**src/fan_tach_pkg.sv**
```systemverilog
// constants, field layouts and carrier types for the fan clock and
// tachometer block; assumes a 250 MHz mclk and a 32-bit wishbone bus
package fan_tach_pkg;

    // -------------------------------------------------------------------
    // clocking
    // -------------------------------------------------------------------
    localparam int MCLK_HZ     = 250_000_000;  // mclk rate
    localparam int TACH_CLK_HZ = 1_000_000;    // internal count clock
    localparam int TACH_TICK_CYCLES = MCLK_HZ / TACH_CLK_HZ;

    // pwm step rates for each {source select, clock select} pair
    localparam int SPD_STEP_HZ_00 = 1_600_000;
    localparam int SPD_STEP_HZ_01 = 800_000;
    localparam int SPD_STEP_HZ_10 = 400_000;
    localparam int SPD_STEP_HZ_11 = 200_000;
    localparam logic [15:0] SPD_CYC_00 = 16'(MCLK_HZ / SPD_STEP_HZ_00);
    localparam logic [15:0] SPD_CYC_01 = 16'(MCLK_HZ / SPD_STEP_HZ_01);
    localparam logic [15:0] SPD_CYC_10 = 16'(MCLK_HZ / SPD_STEP_HZ_10);
    localparam logic [15:0] SPD_CYC_11 = 16'(MCLK_HZ / SPD_STEP_HZ_11);

    // -------------------------------------------------------------------
    // register indices (byte address is four times the index)
    // -------------------------------------------------------------------
    localparam int          ADR_W       = 10;
    localparam logic [7:0]  IDX_FAN_A   = 8'h56;
    localparam logic [7:0]  IDX_FAN_B   = 8'h57;
    localparam logic [7:0]  IDX_CLK_CFG = 8'h58;
    localparam logic [7:0]  IDX_TACH_A  = 8'h59;
    localparam logic [7:0]  IDX_TACH_B  = 8'h5a;
    localparam logic [7:0]  IDX_PRE_A   = 8'h5b;
    localparam logic [7:0]  IDX_PRE_B   = 8'h5c;

    // -------------------------------------------------------------------
    // reset values (loaded on standby_power_on_reset)
    // -------------------------------------------------------------------
    localparam logic [7:0] RST_CLK_CFG = 8'h50;
    localparam logic [7:0] RST_FAN     = 8'h00;
    localparam logic [7:0] RST_TACH    = 8'h00;
    localparam logic [7:0] RST_PRE     = 8'h00;

    // -------------------------------------------------------------------
    // field positions of fan_clock_config
    // -------------------------------------------------------------------
    localparam int CFG_SRC_A    = 0;
    localparam int CFG_SRC_B    = 1;
    localparam int CFG_MUL_A    = 2;
    localparam int CFG_MUL_B    = 3;
    localparam int CFG_DIV_A_LO = 4;
    localparam int CFG_DIV_B_LO = 6;

    // fan drive register: bit7 clock select, bits6:1 duty, bit0 force
    typedef struct packed {
        logic       clkSel;
        logic [5:0] duty;
        logic       forceHigh;
    } fan_reg_t;

    // what one tachometer meter needs from the registers
    typedef struct packed {
        logic [7:0] preload;
        logic [1:0] divSel;
    } tach_cfg_t;

endpackage

```
**src/fan_tach_meter.sv**
```systemverilog
// one fan tachometer period meter: counts prescaled internal clock
// ticks per tach pulse and latches the final count
// assumes tachPin is asynchronous to mclk; restart is a mclk pulse
`timescale 1ns/1ps
`default_nettype none
module fan_tach_meter #(
    parameter int TICK_CYCLES = fan_tach_pkg::TACH_TICK_CYCLES
) (
    input  wire logic                    mclk,    // 250 MHz clock
    input  wire logic                    rst,     // async, active high
    input  wire logic                    tachPin, // raw tach input
    input  wire fan_tach_pkg::tach_cfg_t cfg,     // preload and divisor
    input  wire logic                    restart, // preload was written
    output logic [7:0]                   result   // latched count
);
    import fan_tach_pkg::*;

    typedef enum logic [0:0] {
        WAIT_EDGE = 1'b0,
        MEASURE   = 1'b1
    } meter_state_t;

    // -------------------------------------------------------------------
    // state
    // -------------------------------------------------------------------
    logic         sync1_reg, sync2_reg, prev_reg;
    meter_state_t state_reg, state_next;
    logic [15:0]  base_reg, base_next;
    logic [2:0]   pre_reg, pre_next;
    logic [7:0]   count_reg, count_next;
    logic [7:0]   result_reg, result_next;
    logic         riseEdge, baseTick, divTick;
    logic [2:0]   divMask;

    // prescaler mask for divide by 1, 2, 4, 8
    always_comb
    begin
        unique case (cfg.divSel)
            2'b00: divMask = 3'h0;
            2'b01: divMask = 3'h1;
            2'b10: divMask = 3'h3;
            2'b11: divMask = 3'h7;
        endcase
    end

    assign riseEdge = sync2_reg & ~prev_reg;
    assign baseTick = (base_reg == 16'(TICK_CYCLES - 1));
    assign divTick  = baseTick && ((pre_reg & divMask) == divMask);

    // next values of the measurement
    always_comb
    begin
        state_next  = state_reg;
        base_next   = baseTick ? 16'h0000 : base_reg + 16'h0001;
        pre_next    = baseTick ? pre_reg + 3'h1 : pre_reg;
        count_next  = count_reg;
        result_next = result_reg;
        if (restart)
        begin
            state_next = WAIT_EDGE;
            count_next = cfg.preload;
            base_next  = 16'h0000;
            pre_next   = 3'h0;
        end
        else if (riseEdge)
        begin
            if (state_reg == MEASURE)
                result_next = count_reg;
            state_next = MEASURE;
            count_next = cfg.preload;
            base_next  = 16'h0000;
            pre_next   = 3'h0;
        end
        else if (state_reg == MEASURE && divTick && count_reg != 8'hff)
            count_next = count_reg + 8'h01;
    end

    // registers
    always_ff @(posedge mclk or posedge rst)
    begin
        if (rst)
        begin
            sync1_reg  <= 1'b1;                          // tach idles high
            sync2_reg  <= 1'b1;                          // no false edge
            prev_reg   <= 1'b1;                          // after reset
            state_reg  <= WAIT_EDGE;
            base_reg   <= 16'h0000;
            pre_reg    <= 3'h0;
            count_reg  <= RST_PRE;
            result_reg <= RST_TACH;
        end
        else
        begin
            sync1_reg  <= tachPin;
            sync2_reg  <= sync1_reg;
            prev_reg   <= sync2_reg;
            state_reg  <= state_next;
            base_reg   <= base_next;
            pre_reg    <= pre_next;
            count_reg  <= count_next;
            result_reg <= result_next;
        end
    end

    assign result = result_reg;

    // -------------------------------------------------------------------
    // checks
    // -------------------------------------------------------------------
    a_latch_on_edge: assert property (@(posedge mclk) disable iff (rst)
        riseEdge && !restart && state_reg == MEASURE
        |=> result_reg == $past(count_reg))
        else $error("final count not latched at pulse end");
    a_count_saturates: assert property (@(posedge mclk) disable iff (rst)
        state_reg == MEASURE && count_reg == 8'hff && !riseEdge && !restart
        |=> count_reg == 8'hff)
        else $error("tach count wrapped");
    a_preload_start: assert property (@(posedge mclk) disable iff (rst)
        restart |=> count_reg == $past(cfg.preload)
        && state_reg == WAIT_EDGE)
        else $error("count not loaded from preload");
    a_count_prescaled: assert property (@(posedge mclk) disable iff (rst)
        !divTick && !riseEdge && !restart
        |=> $stable(count_reg))
        else $error("count moved without prescaled tick");

endmodule // fan_tach_meter
`default_nettype wire

```
**src/fan_clock_and_tach_count.sv**
```systemverilog
// fan speed outputs and tachometer measurement with a wishbone slave
// assumes classic wishbone on mclk; tach inputs come from fan pins
`timescale 1ns/1ps
`default_nettype none
module fan_clock_and_tach_count #(
    parameter int TICK_CYCLES = fan_tach_pkg::TACH_TICK_CYCLES
) (
    input  wire logic                           mclk,       // 250 MHz
    input  wire logic                           rst,        // async reset
    input  wire logic                           cyc_i,      // bus cycle
    input  wire logic                           stb_i,      // strobe
    input  wire logic                           we_i,       // write
    input  wire logic [fan_tach_pkg::ADR_W-1:0] adr_i,      // byte address
    input  wire logic [3:0]                     sel_i,      // byte lanes
    input  wire logic [31:0]                    dat_i,      // write data
    output logic [31:0]                         dat_o,      // read data
    output logic                                ack_o,      // acknowledge
    input  wire logic                           fanTachA,   // tach pin a
    input  wire logic                           fanTachB,   // tach pin b
    output logic                                fanDriveA,  // fan_drive_a
    output logic                                fanDriveB   // fan_drive_b
);
    import fan_tach_pkg::*;

    // -------------------------------------------------------------------
    // helpers
    // -------------------------------------------------------------------

    // mclk cycles per pwm step; doubling the speed halves the period
    function automatic logic [15:0] speedCycles(input logic src,
                                                input logic sel,
                                                input logic dbl);
        logic [15:0] c;
        unique case ({src, sel})
            2'b00: c = SPD_CYC_00;
            2'b01: c = SPD_CYC_01;
            2'b10: c = SPD_CYC_10;
            2'b11: c = SPD_CYC_11;
        endcase
        if (dbl)
            c = c >> 1;
        if (c == 16'h0000)
            c = 16'h0001;
        return c;
    endfunction

    // -------------------------------------------------------------------
    // registers and state
    // -------------------------------------------------------------------
    fan_reg_t    fan_reg [2];
    fan_reg_t    fan_next [2];
    logic [7:0]  cfg_reg, cfg_next;
    logic [7:0]  preA_reg, preA_next;
    logic [7:0]  preB_reg, preB_next;
    logic        ack_reg, ack_next;
    logic [31:0] dat_reg, dat_next;
    logic        rstA_reg, rstA_next;
    logic        rstB_reg, rstB_next;
    logic [15:0] spd_reg [2];
    logic [15:0] spd_next [2];
    logic [5:0]  pwm_reg [2];
    logic [5:0]  pwm_next [2];
    logic        drive_reg [2];
    logic        drive_next [2];
    logic [15:0] spdLim [2];
    logic [7:0]  tachA, tachB;
    logic [7:0]  idx;
    logic        req, wrEn;
    tach_cfg_t   tachCfgA, tachCfgB;

    assign idx  = adr_i[ADR_W-1:2];
    assign req  = cyc_i & stb_i;
    assign wrEn = req & ack_reg & we_i & sel_i[0];

    // -------------------------------------------------------------------
    // wishbone slave
    // -------------------------------------------------------------------

    // read data captured on the request edge, ack raised at that same edge
    always_comb
    begin
        ack_next = req & ~ack_reg;
        dat_next = dat_reg;
        if (req && !ack_reg)
        begin
            dat_next = 32'h0000_0000;
            unique case (idx)
                IDX_FAN_A:   dat_next[7:0] = fan_reg[0];
                IDX_FAN_B:   dat_next[7:0] = fan_reg[1];
                IDX_CLK_CFG: dat_next[7:0] = cfg_reg;
                IDX_TACH_A:  dat_next[7:0] = tachA;
                IDX_TACH_B:  dat_next[7:0] = tachB;
                IDX_PRE_A:   dat_next[7:0] = preA_reg;
                IDX_PRE_B:   dat_next[7:0] = preB_reg;
                default:     dat_next = 32'h0000_0000;
            endcase
        end
    end

    // register writes take effect at the acked edge; results are read only
    always_comb
    begin
        fan_next[0] = fan_reg[0];
        fan_next[1] = fan_reg[1];
        cfg_next    = cfg_reg;
        preA_next   = preA_reg;
        preB_next   = preB_reg;
        rstA_next   = 1'b0;
        rstB_next   = 1'b0;
        if (wrEn)
        begin
            unique case (idx)
                IDX_FAN_A:   fan_next[0] = dat_i[7:0];
                IDX_FAN_B:   fan_next[1] = dat_i[7:0];
                IDX_CLK_CFG: cfg_next    = dat_i[7:0];
                IDX_PRE_A:
                begin
                    preA_next = dat_i[7:0];
                    rstA_next = 1'b1;
                end
                IDX_PRE_B:
                begin
                    preB_next = dat_i[7:0];
                    rstB_next = 1'b1;
                end
                default:     cfg_next = cfg_reg;
            endcase
        end
    end

    // bus and register flops
    always_ff @(posedge mclk or posedge rst)
    begin
        if (rst)
        begin
            ack_reg    <= 1'b0;
            dat_reg    <= 32'h0000_0000;
            fan_reg[0] <= RST_FAN;
            fan_reg[1] <= RST_FAN;
            cfg_reg    <= RST_CLK_CFG;
            preA_reg   <= RST_PRE;
            preB_reg   <= RST_PRE;
            rstA_reg   <= 1'b0;
            rstB_reg   <= 1'b0;
        end
        else
        begin
            ack_reg    <= ack_next;
            dat_reg    <= dat_next;
            fan_reg[0] <= fan_next[0];
            fan_reg[1] <= fan_next[1];
            cfg_reg    <= cfg_next;
            preA_reg   <= preA_next;
            preB_reg   <= preB_next;
            rstA_reg   <= rstA_next;
            rstB_reg   <= rstB_next;
        end
    end

    assign ack_o = ack_reg;
    assign dat_o = dat_reg;

    // -------------------------------------------------------------------
    // fan speed clocks and drive outputs
    // -------------------------------------------------------------------

    // speed step period per fan
    assign spdLim[0] = speedCycles(cfg_reg[CFG_SRC_A], fan_reg[0].clkSel,
                                   cfg_reg[CFG_MUL_A]);
    assign spdLim[1] = speedCycles(cfg_reg[CFG_SRC_B], fan_reg[1].clkSel,
                                   cfg_reg[CFG_MUL_B]);

    // step divider, 64-step pwm counter and drive level
    always_comb
    begin
        for (int i = 0; i < 2; i++)
        begin
            spd_next[i] = spd_reg[i] + 16'h0001;
            pwm_next[i] = pwm_reg[i];
            if (spd_reg[i] >= spdLim[i] - 16'h0001)
            begin
                spd_next[i] = 16'h0000;
                pwm_next[i] = pwm_reg[i] + 6'h01;
            end
            drive_next[i] = fan_reg[i].forceHigh
                          | (pwm_reg[i] < fan_reg[i].duty);
        end
    end

    // speed flops
    always_ff @(posedge mclk or posedge rst)
    begin
        if (rst)
        begin
            for (int i = 0; i < 2; i++)
            begin
                spd_reg[i]   <= 16'h0000;
                pwm_reg[i]   <= 6'h00;
                drive_reg[i] <= 1'b0;
            end
        end
        else
        begin
            for (int i = 0; i < 2; i++)
            begin
                spd_reg[i]   <= spd_next[i];
                pwm_reg[i]   <= pwm_next[i];
                drive_reg[i] <= drive_next[i];
            end
        end
    end

    assign fanDriveA = drive_reg[0];
    assign fanDriveB = drive_reg[1];

    // -------------------------------------------------------------------
    // tachometer meters
    // -------------------------------------------------------------------
    assign tachCfgA = '{preload: preA_reg,
                        divSel: cfg_reg[CFG_DIV_A_LO+:2]};
    assign tachCfgB = '{preload: preB_reg,
                        divSel: cfg_reg[CFG_DIV_B_LO+:2]};

    // fan a meter
    fan_tach_meter #(
        .TICK_CYCLES (TICK_CYCLES)
    ) u_meter_a (
        .mclk    (mclk),
        .rst     (rst),
        .tachPin (fanTachA),
        .cfg     (tachCfgA),
        .restart (rstA_reg),
        .result  (tachA)
    );

    // fan b meter
    fan_tach_meter #(
        .TICK_CYCLES (TICK_CYCLES)
    ) u_meter_b (
        .mclk    (mclk),
        .rst     (rst),
        .tachPin (fanTachB),
        .cfg     (tachCfgB),
        .restart (rstB_reg),
        .result  (tachB)
    );

    // -------------------------------------------------------------------
    // checks
    // -------------------------------------------------------------------
    a_ack_one_cycle: assert property (@(posedge mclk) disable iff (rst)
        ack_o |=> !ack_o)
        else $error("ack held more than one cycle");
    a_ack_after_req: assert property (@(posedge mclk) disable iff (rst)
        req && !ack_o |=> ack_o)
        else $error("request not acknowledged next cycle");
    a_result_read_only: assert property (@(posedge mclk) disable iff (rst)
        wrEn && idx == IDX_TACH_A |=> $stable(cfg_reg)
        && $stable(preA_reg))
        else $error("write to result altered a register");
    a_force_high: assert property (@(posedge mclk) disable iff (rst)
        fan_reg[0].forceHigh |=> fanDriveA)
        else $error("forced fan drive not high");
    a_duty_zero_low: assert property (@(posedge mclk) disable iff (rst)
        !fan_reg[1].forceHigh && fan_reg[1].duty == 6'h00
        |=> !fanDriveB)
        else $error("zero duty fan drive not low");
    a_double_halves: assert property (@(posedge mclk) disable iff (rst)
        cfg_reg[CFG_MUL_A] && !cfg_reg[CFG_SRC_A] && !fan_reg[0].clkSel
        |-> spdLim[0] == (SPD_CYC_00 >> 1))
        else $error("multiplier did not double speed");

endmodule // fan_clock_and_tach_count
`default_nettype wire

```
**config.mk**
```make
export PLATFORM = sky130hd
export DESIGN_NAME = fan_clock_and_tach_count
export DESIGN_NICKNAME = d
export VERILOG_FILES = /design/src/fan_tach_pkg.sv /design/src/fan_tach_meter.sv /design/src/fan_clock_and_tach_count.sv
export SDC_FILE = /design/constraint.sdc
export NUM_CORES = 1
export LEC_CHECK = 0
export ABC_AREA = 1
export ABC_CLOCK_PERIOD_IN_PS = 7330
export BUFFER_PORTS_ARGS = -buffer_cell sky130_fd_sc_hd__buf_2
export CAP_MARGIN = 40
export CORE_AREA = 3 3 136 138
export CTS_CLUSTER_DIAMETER = 200
export CTS_CLUSTER_SIZE = 40
export DETAILED_ROUTE_END_ITERATION = 10
export DIE_AREA = 0 0 139 141
export GPL_ROUTABILITY_DRIVEN = 0
export HOLD_SLACK_MARGIN = 0.06
export PLACE_DENSITY = 0.79
export SYNTH_ARGS = -nofsm -noshare
export SYNTH_HDL_FRONTEND = slang
export SYNTH_SLANG_ARGS = --single-unit
```
**constraint.sdc**
```tcl
create_clock -name mclk -period 7.33 [get_ports mclk]
set_input_delay 1.466 -clock mclk [delete_from_list [all_inputs] [get_ports mclk]]
set_output_delay 1.466 -clock mclk [all_outputs]
set_load 0.02 [all_outputs]
```
==> qor.txt, run 1 <==
drt drc: 0
pre-CTS setup slack: 3.88 ns
Sink Count: 175
Hold Crit Class: register to register
Clock Path Buffers: 2
final worst slack: 3.89 ns
Area Growth Syn to Fin: 8.78%
distinct cell type count after synthesis: 43
CTS buffer count: 17
vias: 8,632
Detailed Place HPWL: 16,200 microns
maximum vdd drop: 0.177 mV
Critical Path RT: 7.64 ns
synthesis-stage register bit count: 175
Seq/Total Area, Yosys: 42.5%
Synth Flop Type: dfrtp_1
cell area after synthesis: 10,300 sq um
internal power: 1.67 mW
worst r2r dst: pwm_reg[11]
Final TNS setup: 0 ns
Placed Area: 10,700 sq um
placed cells: 1,588
WHS Path Cells: 0
Final Power: 2.34 mW
CTS H-tree lvls: 4
Flop pwr share: 47.7%
I/O Pins: 88
core area: 17,300 sq um
global-route wire length before repair: 38,200 microns
Final Hold Viols: 0
# port buffers: 34
Critical Path Start: fan_reg[15]
critical path capture point: pwm_reg[11]
crit path DAT: 3.76 ns
Reg2Reg Setup Slack: 3.89 ns
NetSw: 0.667 mW
CP endpoint kind: register
R2R cell count: 17
fin cells: 1,620
WL/cell: 13.7 microns
via/cell ratio: 5.33
Async S/R FF share, synth: 100%
Crit Path Class: register to register
Initial Utilization: 59.8%
worst r2r src: fan_reg[15]
worst-path fanout max: 20
largest net degree at the start of global routing: 62
GRT overflow: 0
share of cells above drive strength 1: 9.03%
Die ar.: 19,600 sq um
Comb pwr share: 14.5%
RSZ-0062 raised after global routing: false
Root Driver: clkbuf_16
num rows: 48
switching share of total power: 28.5%
setup violators final: 0
Chip Width: 139 microns
vias in the first global route: 8,121
fin crit period: 3.44 ns
pwr dens: 208 nW/um^2
area leader, netlist: dfrtp_1
syn_area_per_cell: 7.71 sq um
Critical Path Start Type: register
Max Transition Viols Final: 0
CTS tree: yes
top-count cell post-synth: nand2_1
die height: 141 microns
Antenna Cells: 0
EDFF count, synth: 0
MaxCap Viol Count: 0
clk_skew: 0.00946 ns
GRT Total Usage: 23.4%
Max Clock Freq: 0.291 GHz
DRT iter0 DRCs: 737
Final nets: 1,497
Post CTS Setup Buffer Count: 0
Largest register FFs: 32
Synth Warn #: 0
worst-margin pin slew: 0.799 ns
first drt pass iteration count: 5
clock slew at reported path FFs: 0.06 ns
Slew HR: 46.6%
status: complete, no violations
top cell types by occurrence after synthesis: nand2_1 (337), nor2_1 (170), dfrtp_1 (167)
antenna violations before repair: 0
top-area cell type share of the netlist area: 40.4%
Clock Latency Late Sink: 0.43 ns
post-CTS sizing: 0
Routed WL: 22,200 microns
cells after synthesis: 1,340
Final Cell Area: 11,200 sq um
crit share post-route: 47.0%
DRT antenna net count: 0
Clock Power Share: 37.8%
synth top area cells: dfrtp_1 (40%), nand2_1 (12%), ha_1 (7.5%)
leakage: 5.54 nW
Hold-fix buffers, CTS: 0
## power by group through the flow
stage	logic (mW)	registers, mW	clock network [mW]
after floorplan	0.267	1.12	0
after global placement	0.320	1.13	0
after detailed placement	0.340	1.13	0
after CTS	0.342	1.12	0.893
after global routing	0.396	1.13	0.933
final	0.339	1.12	0.886
## logic make-up (layout without fill, tap and decap cells)
family / after synthesis / count (layout) / synth area share, %
simple gates: 704 / 704 / 30.0
fa+ha+maj: 62 / 62 / 7.51
flops: 175 / 175 / 42.5
mux: 3 / 3 / 0.303
compound gates: 153 / 153 / 7.69
other cells: 2 / 32 / 0.0727
xor+xnor: 41 / 41 / 3.47
buf+inv: 200 / 225 / 8.45
## critical path, stage by stage, from the launching register on
cell and delay, ns:
dfrtp_1 0.43, inv_1 0.13, ha_1 0.25, or2_1 0.22
a21oi_1 0.23, nand2_1 0.08, nor2_1 0.16, nand2_1 0.07
o21ai_1 0.13, ha_1 0.24, nand2_1 0.09, nor2_1 0.05
nor2_1 0.08, nand2_1 0.06, nand2_1 0.20, nand3_1 0.59
nand2_1 0.22, nand2_1 0.08
## metal layers
layer	track usage [%]	up-vias	wire (microns)
met4	7.93	0	495
li1	-	4324	-
met2	38.9	200	10600
met3	3.63	41	1030
met1	31.8	4067	10100
met5	0	-	0
## stage by stage
stage,hold slack (ns),utilization (%)
floorplan,0.345,-
global placement,0.346,61.4
detailed placement,0.347,61.8
CTS,0.356,65.0
global route,0.362,65.0
finish,0.355,65.0
## cell usage in the layout (no fill, tap or decap), drive strengths merged
cell	instances
a211oi	2
a21boi	1
a21o	1
a21oi	35
a31oi	1
buf	38
bufinv	2
clkbuf	21
clkinv	10
clkinvlp	1
conb	32
dfrtp	167
dfstp	8
ha	62
inv	153
mux2	1
mux2i	2
nand2	342
nand3	125
nand3b	2
nand4	25
nor2	187
nor3	18
nor4	2
o211ai	1
o21a	2
o21ai	106
o21bai	2
o31ai	2
or2	3
xnor2	10
xor2	31
## worst min-delay path by stage
stage | start | end | slack, ns
2_1_floorplan | u_meter_a.sync1_reg | u_meter_a.sync2_reg | 0.35
3_3_place_gp | u_meter_b.sync1_reg | u_meter_b.sync2_reg | 0.35
3_5_place_dp | u_meter_a.sync1_reg | u_meter_a.sync2_reg | 0.35
4_1_cts | u_meter_a.sync1_reg | u_meter_a.sync2_reg | 0.36
5_1_grt | u_meter_a.sync1_reg | u_meter_a.sync2_reg | 0.36
6_report | u_meter_a.sync1_reg | u_meter_a.sync2_reg | 0.36
## layout make-up
| cell class | instances | area (sq um) |
|---|---|---|
| Clock buffer | 21 | 440 |
| Clock inverter | 11 | 119 |
| Fill cell | 1499 | 6050 |
| Inverter | 155 | 587 |
| Multi-Input combinational cell | 995 | 5180 |
| Sequential cell | 175 | 4390 |
| Tap cell | 225 | 282 |
| Timing Repair Buffer | 38 | 240 |
(Power assumes the default switching activity.)
==> run 2, diff against run 1 <==
Settings changed: ABC_CLOCK_PERIOD_IN_PS 7330 to 3200.
Clock period 7.33 ns to 3.2 ns, I/O delays scaled along.
==> qor.txt, run 2 (synthesis gave the netlist of run 1 again) <==
status: complete, no violations
WL/cell: 13.9 microns (+1.7%)
Sink Count: 175 (unchanged)
worst path bufs/invs: 4 (+3)
Slew HR: 48.2% (+1.6 points)
die height: 141 microns (unchanged)
# port buffers: 34 (unchanged)
fin crit period: 2.88 ns (-0.559 ns)
Chip Width: 139 microns (unchanged)
final worst slack: 0.318 ns (-3.57 ns)
fin cells: 1,630 (+0.62%)
max incr delay on CP: 0.43 ns (-0.16 ns)
share of cells above drive strength 1: 10.0% (+1.0 points)
GRT Total Usage: 24.2% (+0.79 points)
Clock Latency Late Sink: 0.44 ns (about the same)
most common cell after layout, fill and taps aside: nand2_1
maximum vdd drop: 0.386 mV (+120%)
Critical Path Start Type: register
cells along the critical path: inv_1 > ha_1 > nor2_1 > nor2_1 > inv_1 > ha_1 > inv_1 > nor2_1 > nand2_1 > o21ai_1 > ha_1 > nand2_1 > nor2_1 > nand3_2 > nand3_1 > buf_4 > nor2_1
Initial Utilization: 59.8% (unchanged)
Hold Crit Class: primary input to async pin
Routed WL: 22,700 microns (+2.3%)
via/cell ratio: 5.36 (+0.53%)
worst-margin pin slew: 0.774 ns (-0.0244 ns)
CTS buffer count: 17 (unchanged)
drt drc: 0 (unchanged)
pre-CTS setup slack: 0.208 ns (-3.67 ns)
Post CTS Setup Buffer Count: 0 (unchanged)
Final TNS setup: 0 ns (unchanged)
CTS tree: yes
Final nets: 1,507 (+0.67%)
vias in the first global route: 8,365 (+3.0%)
placed cells: 1,598 (+0.63%)
Area Growth Syn to Fin: 9.69%
vias: 8,731 (+1.1%)
Crit Path Class: register to register
worst r2r dst: spd_reg[29]
highest-count cells in the layout ignoring fill and taps: nand2_1 (337), nor2_1 (170), dfrtp_1 (167)
RSZ-0062 raised after global routing: false
Critical Path RT: 3.52 ns (-4.12 ns)
largest delay contributor family on the critical path: simple AND/OR/NAND/NOR gates
Max Transition Viols Final: 0 (unchanged)
num rows: 48 (unchanged)
pwr dens: 472 nW/um^2 (+130%)
Critical Path Start: fan_reg[15]
Detailed Place HPWL: 16,500 microns (+1.9%)
Clock Path Buffers: 2 (unchanged)
Largest register FFs: 32 (unchanged)
clock slew at reported path FFs: 0.07 ns (about the same)
leakage: 5.59 nW (+0.86%)
largest net degree at the start of global routing: 42 (-32%)
Root Driver: clkbuf_16
clk_skew: 0.0141 ns (+0.00466 ns)
Worst path most repeated cell: nor2_1
Die ar.: 19,600 sq um (unchanged)
Max Clock Freq: 0.347 GHz (+19%)
Hold-fix buffers, CTS: 0 (unchanged)
core area: 17,300 sq um (unchanged)
MaxCap Viol Count: 0 (unchanged)
Crit-path slowest cell: dfrtp_1
crit path DAT: 3.20 ns (-0.56 ns)
CTS H-tree lvls: 4 (unchanged)
worst-path fanout max: 14 (-30%)
antenna violations before repair: 0 (unchanged)
worst r2r src: fan_reg[15]
Reg2Reg Setup Slack: 0.32 ns (-3.57 ns)
global-route wire length before repair: 39,200 microns (+2.6%)
Antenna Cells: 0 (unchanged)
first drt pass iteration count: 6 (+1)
DRT antenna net count: 0 (unchanged)
R2R cell count: 17 (unchanged)
GRT overflow: 0 (unchanged)
crit share post-route: 90.1% (+43 points)
CP endpoint kind: register
DRT iter0 DRCs: 753 (+2.2%)
setup violators final: 0 (unchanged)
Final Hold Viols: 0 (unchanged)
I/O Pins: 88 (unchanged)
## run 2: cell count changes in the layout (fill, tap and decap cells not counted), moves of 2 or more
cell        delta
buf_12         +4
clkbuf_1       -4
inv_6          +4
buf_4          +8
clkinvlp_4     +2
buf_16         -2
## run 2: worst min-delay path: cells and delay by family
kind | cells | cell delay, ns
buffers and inverters | 3 | 0.41
## run 2: area by class of cell
class,instances,area (sq um)
multi-input cells,995,5190
clock buffers,17,425
flip-flops and latches,175,4390
fillers,1425,5960
inverters,155,586
well taps,225,282
repair buffers,48,325
clock inverters,15,135
## run 2: worst max path at each step
stage,endpoint,slack (ns),cells past startpoint
after floorplan,ack_o,0.33,1
after global placement,pwm_reg[2],0.33,14
after detailed placement,pwm_reg[3],0.21,14
after CTS,pwm_reg[2],0.21,14
after global routing,spd_reg[29],0.01,17
final,spd_reg[29],0.32,17
## run 2: layer usage
metal | vias up | GRT usage (%) | part of all wire [%]
met2 | 211 | 40.8 | 48
met1 | 4107 | 32.3 | 45
met5 | - | 0 | 0
li1 | 4371 | - | -
met3 | 42 | 4.27 | 4.7
met4 | 0 | 7.47 | 2.0
## run 2: timing repair
item | in CTS | in global routing
setup endpoints to repair | 0 | 6
endpoints found under the hold margin | 0 | 0
resized for setup | 0 | 2
## run 2: where the power goes
group	internal, mW	switching, mW
Sequential	2.39	0.170
Combinational	0.308	0.483
Clock	1.08	0.919
Total	3.78	1.57
## run 2: stage by stage
stage	util, %	power, mW	hold slack (ns)	instance area, sq um
after floorplan	-	3.18	0.345	10500
after global placement	62.1	3.33	0.346	10700
after detailed placement	62.2	3.38	0.347	10800
after CTS	65.5	5.38	0.260	11300
after global routing	65.5	5.64	0.273	11300
final	65.5	5.35	0.262	11300
